## config.mk

```make
export PLATFORM = sky130hd
export DESIGN_NAME = image_cmd_unit
export DESIGN_NICKNAME = d
export VERILOG_FILES = /design/src/rtl/setting_store.v /design/src/rtl/image_cmd_unit.v
export VERILOG_INCLUDE_DIRS = /design/src /design/src/rtl
export SDC_FILE = /design/constraint.sdc
export NUM_CORES = 1
export LEC_CHECK = 0
export BUFFER_PORTS_ARGS = -buffer_cell sky130_fd_sc_hd__buf_2
export CAP_MARGIN = 20
export CORE_ASPECT_RATIO = 0.7
export CORE_MARGIN = 5
export CORE_UTILIZATION = 30
export DETAILED_ROUTE_END_ITERATION = 16
export SYNTH_ARGS = -nofsm -noshare
export SYNTH_HDL_FRONTEND = slang
export SYNTH_SLANG_ARGS = --single-unit
```

## constraint.sdc

```tcl
create_clock -name clk -period 5.9 [get_ports clk]
set_input_delay 1.475 -clock clk [delete_from_list [all_inputs] [get_ports clk]]
set_output_delay 1.475 -clock clk [all_outputs]
set_load 0.01 [all_outputs]
```

## src/rtl/image_cmd_defs.vh

```
`ifndef IMAGE_CMD_DEFS_VH
`define IMAGE_CMD_DEFS_VH

// apb register byte offsets
`define ADDR_CMD 8'h00
`define ADDR_PARAM0 8'h04
`define ADDR_PARAM1 8'h08
`define ADDR_RESP0 8'h0C
`define ADDR_RESP1 8'h10
`define ADDR_STATUS 8'h14
`define ADDR_CURTAIN 8'h18
`define ADDR_CAUSE 8'h1C

// command word fields
`define CMD_OP_LSB 0
`define CMD_OP_MSB 7
`define CMD_DEST_LSB 8
`define CMD_DEST_MSB 11
`define CMD_READ_BIT 16

// command codes and the destination they live at
`define OP_FLIP 8'h1C
`define OP_FREEZE 8'h1D
`define OP_ANGLES 8'h1E
`define OP_OVERRIDE 8'h1F
`define DEST_DISPLAY 4'h4

// one-byte parameter bit positions
`define FLIP_V_BIT 0
`define FLIP_H_BIT 1
`define FREEZE_BIT 0

// status register bit positions
`define ST_BUSY_BIT 0
`define ST_DONE_BIT 1
`define ST_ERR_BIT 2
`define ST_KEYSTONE_BIT 3
`define ST_FROZEN_BIT 4
`define ST_FLIP_V_BIT 5
`define ST_FLIP_H_BIT 6

// curtain request bit in the curtain register
`define CURTAIN_GO_BIT 0

// reset values
`define RST_WORD 32'h0000_0000
`define RST_FIELD 16'h0000
`define RST_CAUSE 8'h00

`endif

```

## src/rtl/setting_store.v

```verilog
`timescale 1ns/1ps
`include "image_cmd_defs.vh"

module setting_store (
  // clock and reset
  input wire clk,
  input wire nrst,
  // write strobes from the command sequencer
  input wire wr_flip,
  input wire wr_freeze,
  input wire wr_angles,
  input wire wr_override,
  input wire curtain,
  input wire [47:0] param,
  // stored settings
  output reg flip_v,
  output reg flip_h,
  output reg frozen,
  output reg keystone_en,
  output reg [15:0] pitch,
  output reg [15:0] yaw,
  output reg [15:0] roll,
  output reg [15:0] throw_ratio,
  output reg [15:0] vert_offset
);

  // mirror enables; upper parameter bits are simply not stored
  always @(posedge clk)
  begin
    if (!nrst)
    begin
      flip_v <= 1'b0;
      flip_h <= 1'b0;
    end
    else if (wr_flip)
    begin
      flip_v <= param[`FLIP_V_BIT];
      flip_h <= param[`FLIP_H_BIT];
    end
  end

  // freeze; a command in the same cycle as a curtain is the newer
  // request and wins, otherwise any curtain drops the frozen frame
  always @(posedge clk)
  begin
    if (!nrst)
      frozen <= 1'b0;
    else if (wr_freeze)
      frozen <= param[`FREEZE_BIT];
    else if (curtain)
      frozen <= 1'b0;
  end

  // keystone angles, signed 8.8 each; writing them turns correction on
  always @(posedge clk)
  begin
    if (!nrst)
    begin
      pitch <= `RST_FIELD;
      yaw <= `RST_FIELD;
      roll <= `RST_FIELD;
      keystone_en <= 1'b0;
    end
    else if (wr_angles)
    begin
      pitch <= param[15:0];
      yaw <= param[31:16];
      roll <= param[47:32];
      keystone_en <= 1'b1;
    end
  end

  // optical override: unsigned 8.8 throw ratio, signed 8.8 offset
  always @(posedge clk)
  begin
    if (!nrst)
    begin
      throw_ratio <= `RST_FIELD;
      vert_offset <= `RST_FIELD;
    end
    else if (wr_override)
    begin
      throw_ratio <= param[15:0];
      vert_offset <= param[31:16];
    end
  end

endmodule

```

## src/rtl/image_cmd_unit.v

```verilog
`timescale 1ns/1ps
`include "image_cmd_defs.vh"

// How it works
// - flip byte: bit 0 enables vertical mirror, bit 1 horizontal mirror
// - flip read returns one byte with both mirror enables in write layout
// - freeze byte bit 0: 1 holds the shown frame, 0 resumes live video
// - freeze read returns one byte telling whether display is frozen
// - an applied curtain cancels freeze and drops the frozen image, unless a freeze command executes in the same cycle and wins
// - source, scan, splash, latency, relock, standby changes apply curtain
// - angles: pitch, yaw, roll as signed 8.8 degrees, two bytes each
// - executing the angle command switches keystone correction on
// - angle read returns pitch, yaw, roll in the six-byte write layout
// - override: throw ratio unsigned 8.8, offset signed 8.8, read same

module image_cmd_unit (
  // clock and reset
  input wire clk,
  input wire nrst,
  // apb slave
  input wire psel,
  input wire penable,
  input wire pwrite,
  input wire [7:0] paddr,
  input wire [31:0] pwdata,
  output reg [31:0] prdata,
  output reg pready,
  output reg pslverr,
  // curtain causes from the rest of the controller, one-cycle pulses
  input wire [7:0] curtain_evt,
  // settings to the image path
  output wire flip_v,
  output wire flip_h,
  output wire frozen,
  output wire keystone_en,
  output wire [15:0] pitch,
  output wire [15:0] yaw,
  output wire [15:0] roll,
  output wire [15:0] throw_ratio,
  output wire [15:0] vert_offset
);

  // sequencer states
  localparam ST_IDLE = 1'b0;
  localparam ST_EXEC = 1'b1;

  // sequencer, bus-visible registers and combinational selects
  reg state_reg;
  reg state_next;
  reg [31:0] cmd_reg;
  reg [31:0] param0_reg;
  reg [15:0] param1_reg;
  reg [31:0] resp0_reg;
  reg [15:0] resp1_reg;
  reg done_reg;
  reg err_reg;
  reg sw_curtain_reg;
  reg [7:0] cause_reg;
  reg [31:0] rd_mux;
  reg addr_ok;
  reg refuse_reg;

  // bus phase, decode and strobe nets
  wire access;
  wire finish;
  wire wr_do;
  wire cmd_wr;
  wire busy_err;
  wire exec;
  wire [7:0] op;
  wire [3:0] dest;
  wire rd_form;
  wire known;
  wire wr_flip;
  wire wr_freeze;
  wire wr_angles;
  wire wr_override;
  wire [7:0] curtain_src;
  wire curtain_any;
  wire [31:0] status_word;

  // bus phases: first access cycle waits, the pready cycle completes
  assign access = psel & penable & ~pready;
  assign finish = psel & penable & pready;
  assign wr_do = finish & pwrite;

  // a new command is refused while the previous one still runs
  assign busy_err = pwrite & (paddr == `ADDR_CMD) & (state_reg == ST_EXEC);
  assign cmd_wr = wr_do & (paddr == `ADDR_CMD) & (state_reg == ST_IDLE) &
                  ~refuse_reg;

  // command word decode
  assign exec = (state_reg == ST_EXEC);
  assign op = cmd_reg[`CMD_OP_MSB:`CMD_OP_LSB];
  assign dest = cmd_reg[`CMD_DEST_MSB:`CMD_DEST_LSB];
  assign rd_form = cmd_reg[`CMD_READ_BIT];
  assign known = (dest == `DEST_DISPLAY) &
                 ((op == `OP_FLIP) | (op == `OP_FREEZE) |
                  (op == `OP_ANGLES) | (op == `OP_OVERRIDE));

  // write forms steer the setting store for exactly one cycle
  assign wr_flip = exec & known & ~rd_form & (op == `OP_FLIP);
  assign wr_freeze = exec & known & ~rd_form & (op == `OP_FREEZE);
  assign wr_angles = exec & known & ~rd_form & (op == `OP_ANGLES);
  assign wr_override = exec & known & ~rd_form & (op == `OP_OVERRIDE);

  // bit 0 is the explicit curtain, others the operations needing one
  assign curtain_src = curtain_evt |
                       {7'h00, sw_curtain_reg};
  assign curtain_any = |curtain_src;

  // status word seen by software
  assign status_word = {25'h0,
                        flip_h,
                        flip_v,
                        frozen,
                        keystone_en,
                        err_reg,
                        done_reg,
                        exec};

  // settings live in their own store
  setting_store u_store (
    .clk(clk),
    .nrst(nrst),
    .wr_flip(wr_flip),
    .wr_freeze(wr_freeze),
    .wr_angles(wr_angles),
    .wr_override(wr_override),
    .curtain(curtain_any),
    .param({param1_reg, param0_reg}),
    .flip_v(flip_v),
    .flip_h(flip_h),
    .frozen(frozen),
    .keystone_en(keystone_en),
    .pitch(pitch),
    .yaw(yaw),
    .roll(roll),
    .throw_ratio(throw_ratio),
    .vert_offset(vert_offset)
  );

  // address decode; anything off the map answers with an error
  always @*
  begin
    case (paddr)
      `ADDR_CMD: addr_ok = 1'b1;
      `ADDR_PARAM0: addr_ok = 1'b1;
      `ADDR_PARAM1: addr_ok = 1'b1;
      `ADDR_RESP0: addr_ok = 1'b1;
      `ADDR_RESP1: addr_ok = 1'b1;
      `ADDR_STATUS: addr_ok = 1'b1;
      `ADDR_CURTAIN: addr_ok = 1'b1;
      `ADDR_CAUSE: addr_ok = 1'b1;
      default: addr_ok = 1'b0;
    endcase
  end

  // read data mux; write-only curtain reads as zero
  always @*
  begin
    case (paddr)
      `ADDR_CMD: rd_mux = cmd_reg;
      `ADDR_PARAM0: rd_mux = param0_reg;
      `ADDR_PARAM1: rd_mux = {16'h0000, param1_reg};
      `ADDR_RESP0: rd_mux = resp0_reg;
      `ADDR_RESP1: rd_mux = {16'h0000, resp1_reg};
      `ADDR_STATUS: rd_mux = status_word;
      `ADDR_CAUSE: rd_mux = {24'h000000, cause_reg};
      default: rd_mux = `RST_WORD;
    endcase
  end

  // one wait state on every transfer keeps prdata and pslverr registered
  always @(posedge clk)
  begin
    if (!nrst)
    begin
      pready <= 1'b0;
      pslverr <= 1'b0;
      prdata <= `RST_WORD;
    end
    else
    begin
      pready <= access;
      pslverr <= access & (~addr_ok | busy_err);
      if (access & ~pwrite & addr_ok)
        prdata <= rd_mux;
      else
        prdata <= `RST_WORD;
    end
  end

  // a command refused in its access cycle stays refused at completion,
  // so software never sees an error for a command that still ran
  always @(posedge clk)
  begin
    if (!nrst)
      refuse_reg <= 1'b0;
    else
      refuse_reg <= access & busy_err;
  end

  // parameter bytes; byte 0 is the low byte of the first word
  always @(posedge clk)
  begin
    if (!nrst)
    begin
      param0_reg <= `RST_WORD;
      param1_reg <= `RST_FIELD;
    end
    else if (wr_do & (paddr == `ADDR_PARAM0))
      param0_reg <= pwdata;
    else if (wr_do & (paddr == `ADDR_PARAM1))
      param1_reg <= pwdata[15:0];
  end

  // command word is only captured when the sequencer is free
  always @(posedge clk)
  begin
    if (!nrst)
      cmd_reg <= `RST_WORD;
    else if (cmd_wr)
      cmd_reg <= pwdata;
  end

  // sequencer next state: one execute cycle per accepted command
  always @*
  begin
    case (state_reg)
      ST_IDLE:
      begin
        if (cmd_wr)
          state_next = ST_EXEC;
        else
          state_next = ST_IDLE;
      end
      ST_EXEC:
        state_next = ST_IDLE;
      default:
        state_next = ST_IDLE;
    endcase
  end

  // state register; reset parks the sequencer idle
  always @(posedge clk)
  begin
    if (!nrst)
      state_reg <= ST_IDLE;
    else
      state_reg <= state_next;
  end

  // done and error describe the last command; a new one clears both
  always @(posedge clk)
  begin
    if (!nrst)
    begin
      done_reg <= 1'b0;
      err_reg <= 1'b0;
    end
    else if (cmd_wr)
    begin
      done_reg <= 1'b0;
      err_reg <= 1'b0;
    end
    else if (exec)
    begin
      done_reg <= 1'b1;
      err_reg <= ~known;
    end
  end

  // read forms answer in the write layout, unused bits zero
  always @(posedge clk)
  begin
    if (!nrst)
    begin
      resp0_reg <= `RST_WORD;
      resp1_reg <= `RST_FIELD;
    end
    else if (exec & known & rd_form)
    begin
      case (op)
        `OP_FLIP:
        begin
          resp0_reg <= {30'h0, flip_h, flip_v};
          resp1_reg <= `RST_FIELD;
        end
        `OP_FREEZE:
        begin
          resp0_reg <= {31'h0, frozen};
          resp1_reg <= `RST_FIELD;
        end
        `OP_ANGLES:
        begin
          resp0_reg <= {yaw, pitch};
          resp1_reg <= roll;
        end
        `OP_OVERRIDE:
        begin
          resp0_reg <= {vert_offset, throw_ratio};
          resp1_reg <= `RST_FIELD;
        end
        default:
        begin
          resp0_reg <= `RST_WORD;
          resp1_reg <= `RST_FIELD;
        end
      endcase
    end
  end

  // software curtain request becomes a single pulse
  always @(posedge clk)
  begin
    if (!nrst)
      sw_curtain_reg <= 1'b0;
    else
      sw_curtain_reg <= wr_do & (paddr == `ADDR_CURTAIN) &
                        pwdata[`CURTAIN_GO_BIT];
  end

  // sticky record of why a curtain came; write one to clear,
  // a cause in the clearing cycle stays set so none is missed
  genvar i;
  generate
    for (i = 0; i < 8; i = i + 1)
    begin : g_cause
      always @(posedge clk)
      begin
        if (!nrst)
          cause_reg[i] <= 1'b0;
        else if (curtain_src[i])
          cause_reg[i] <= 1'b1;
        else if (wr_do & (paddr == `ADDR_CAUSE) & pwdata[i])
          cause_reg[i] <= 1'b0;
      end
    end
  endgenerate

endmodule

```

==> impl_metrics.ini <==
[outcome]
outcome = finished clean

[floorplanning]
floorplan.core_area_um2 = 33350
core.rowCount = 56
die_area_um2 = 37540
starting_density_of_the_core_pct = 30.32
chipWidth_um = 229.5
floorplan.die.height_um = 163.6
ios = 171

[global_route]
gr-total-overflow = 0
grt_antenna_before_repair = 2
vias_in_the_first_global_route = 8060
global_route_wire_length_before_repair_mm = 48.42
grt_usage_pct = 16.17
grt_start_max_net_pins = 91

[placed_design]
portBuffers = 170
detailed_place.area_um2 = 11350
place_hpwl_mm = 21.76
finalWeightedCongestion = 0.7743

[routing]
wirelength_mm = 31.40
ant_nets = 0
via_count = 8225
post_drt_via_cell_ratio = 4.943
remaining_drc_errors = 0
drtIter0Drc = 607
drt_first_pass_iters = 5
wl_per_cell_um = 18.87

[timing]
tightestPinTransition_ns = 0.9513
totalNegativeSetupSlack_ns = 0
grt_setup_unrepaired = no
fmaxAchievable_mhz = 319.0
final_number_of_max_transition_violations = 0
min_period_ns = 3.135
max-slew-margin-rel_pct = 36.39
skew_ns = 0.01322
timing.final.hold_violations = 0
final_setup_violation_count = 0
layout_worst_path_cycle_share_pct = 53.13

[pwr]
total_leakage_power_nw = 4.625
powerDensity_nw_per_um2 = 287.7
ir_worst_vdd_mv = 0.1613

[worst_setup_path]
timing.critical_path.arrival_ns = 3.59
critical_path.endpoint_type = flip-flop
start_kind = input pin
cpPeakStageDelay_ns = 0.62
worst-path-max-fanout = 28
reg2reg_slack_ns = 3.16
critical_path.n_buffers_inverters = 1
worst_path_max_delay_cell = sky130_fd_sc_hd__or4_1
critPathTopFamily = simple AND/OR/NAND/NOR gates
worstSetupPathType = in2reg
cp_data_required_time_ns = 6.35
crit_chain = buf_2 -> or4_1 -> nor2_2 -> nand2_1 -> nor2_1

[clock_network]
clock_sink_count = 259
clk_root_buffer_cell = sky130_fd_sc_hd__clkbuf_16
worst_skew_pair.late_latency_ns = 0.53
hold_buffers = 0
cts_resized = 0
cts_h_tree_depth = 1
worst_setup_hold_path_clk_slew_ns = 0.06
clock_tree.buffer_depth = 3
cts-buffers-inserted = 27
cts_setup_buffers = 0
tritoncts = done

[finish]
post_route_cells_drive_above_1_share_pct = 19.95
finalInstanceArea_um2 = 12210
layout_common_cells = 258 x sky130_fd_sc_hd__dfxtp_1, 223 x sky130_fd_sc_hd__nand2_1, 169 x sky130_fd_sc_hd__buf_2
nets = 1263
most_common_cell_after_layout_fill_and_taps_aside = sky130_fd_sc_hd__dfxtp_1
layout-area-overhead-vs-synth_pct = 20.72
n_fill_cell = 3422

[synth]
adder_cell_share_of_the_synthesized_area_pct = 0
number_of_library_cell_types_mapped_by_synthesis = 51
post_synthesis_instance_area_um2 = 10110
syn_nets = 1130
share_of_cell_area_taken_by_muxes_after_synthesis_pct = 16.28
synth_compound_area_share_pct = 12.97
synth.yosys.seq_area_share_pct = 51.27
synthArstFlopShare_pct = 0
post_synth_top_flop = sky130_fd_sc_hd__dfxtp_1
synth_edf_count = 0
synthesis.yosys.warnings = 0
synthesis.area_per_instance_um2 = 9.390
largest_family_of_logic_cells_by_synthesized_area = multiplexers
area_fraction_in_and_or_nand_and_nor_cells_after_synthesis_pct = 15.67
ys_seq_elements = 259
post_synth_inst_count = 1077
share_of_the_synthesized_netlist_area_taken_by_xor_and_xnor_gates_pct = 0

[run]
max_cap_violations = 0

[hold_path]
min_path_type = reg2reg
## path summary, 6_finish.rpt
path | start | depth (start not counted) | end
max | paddr[4] | 5 | prdata[26]
min | resp1_reg[10] | 2 | resp1_reg[10]
max reg2reg | exec | 5 | u_store.vert_offset[10]
min reg2reg | resp1_reg[10] | 2 | resp1_reg[10]
## stage by stage
stage / total power [W] / cells / hold WS, ns / worst slack (ns) / util, %
after CTS: 0.003549 / 1662 / 0.4525 / 2.786 / 36.52
after global placement: 0.001915 / 1614 / 0.4359 / 2.229 / 33.95
after floorplan: 0.001861 / 1077 / 0.4199 / 2.916 / -
final: 0.003513 / 1664 / 0.4487 / 2.765 / 36.61
after detailed placement: 0.001919 / 1615 / 0.4435 / 2.236 / 34.04
after global routing: 0.003638 / 1664 / 0.4681 / 2.565 / 36.61
## tightest hold or removal path, stage by stage, from the launching register on
cell	delay, ns
sky130_fd_sc_hd__dfxtp_1	0.31
sky130_fd_sc_hd__nand2_1	0.05
sky130_fd_sc_hd__o21ai_1	0.05
## per-layer routing
| layer | share of wire (%) | wire (um) | GRT usage (%) | vias up |
|---|---|---|---|---|
| li1 | - | - | - | 4044 |
| met1 | 50 | 15610 | 23.44 | 3951 |
| met2 | 43 | 13510 | 24.84 | 189 |
| met3 | 5.4 | 1687 | 3.545 | 39 |
| met4 | 1.8 | 580 | 3.360 | 2 |
| met5 | 0.022 | 7 | 0 | - |
## synthesized netlist by cell type (all sizes together) (2+ instances only)
library cell | count | share of area, %
or4 | 2 | 0.15
nor2b | 5 | 0.31
a22oi | 12 | 0.89
and2 | 2 | 0.12
clkbuf | 57 | 2.1
a21oi | 23 | 1.1
o22a | 5 | 0.43
o21a | 2 | 0.15
and4b | 2 | 0.20
nor3b | 2 | 0.26
mux4 | 3 | 0.67
a22o | 35 | 3.0
a311oi | 2 | 0.17
and3b | 2 | 0.17
nand3 | 44 | 2.2
o21ai | 94 | 4.7
a221oi | 11 | 0.95
a31oi | 7 | 0.43
mux2i | 151 | 15
nor4 | 4 | 0.46
nor2 | 54 | 2.0
buf | 25 | 1.3
nand4 | 7 | 0.49
nand2 | 223 | 8.3
a41oi | 2 | 0.17
o2bb2ai | 7 | 0.61
inv | 9 | 0.33
nor3 | 8 | 0.49
nor4b | 2 | 0.17
mux2 | 6 | 0.67
dfxtp | 259 | 51
and4 | 2 | 0.17
## final cells by class
type	instances	area (um^2)	area share (%)
timing repair buffer	186	1017	8.332
clock buffer	40	764.5	6.262
tap	435	544.3	4.458
antenna	1	2.502	0.02050
clock inverter	7	62.56	0.5124
inverter	10	37.54	0.3074
sequential	259	5186	42.48
multi-input combinational	726	4594	37.63
## cells by family after synthesis
| kind of cell | count (synthesis) |
|---|---|
| AND/OR/NAND/NOR | 362 |
| flip-flops | 259 |
| AO/OA/AOI/OAI | 204 |
| multiplexers | 160 |
| buffers and inverters | 92 |
## report_power, final
group / total (W) / internal, W / switching (W)
clock network: 0.00163 / 0.000934 / 0.000697
registers: 0.00176 / 0.00175 / 0.00000282
logic: 0.000126 / 0.0000365 / 0.0000894
Power figures use the tool's default switching activity.
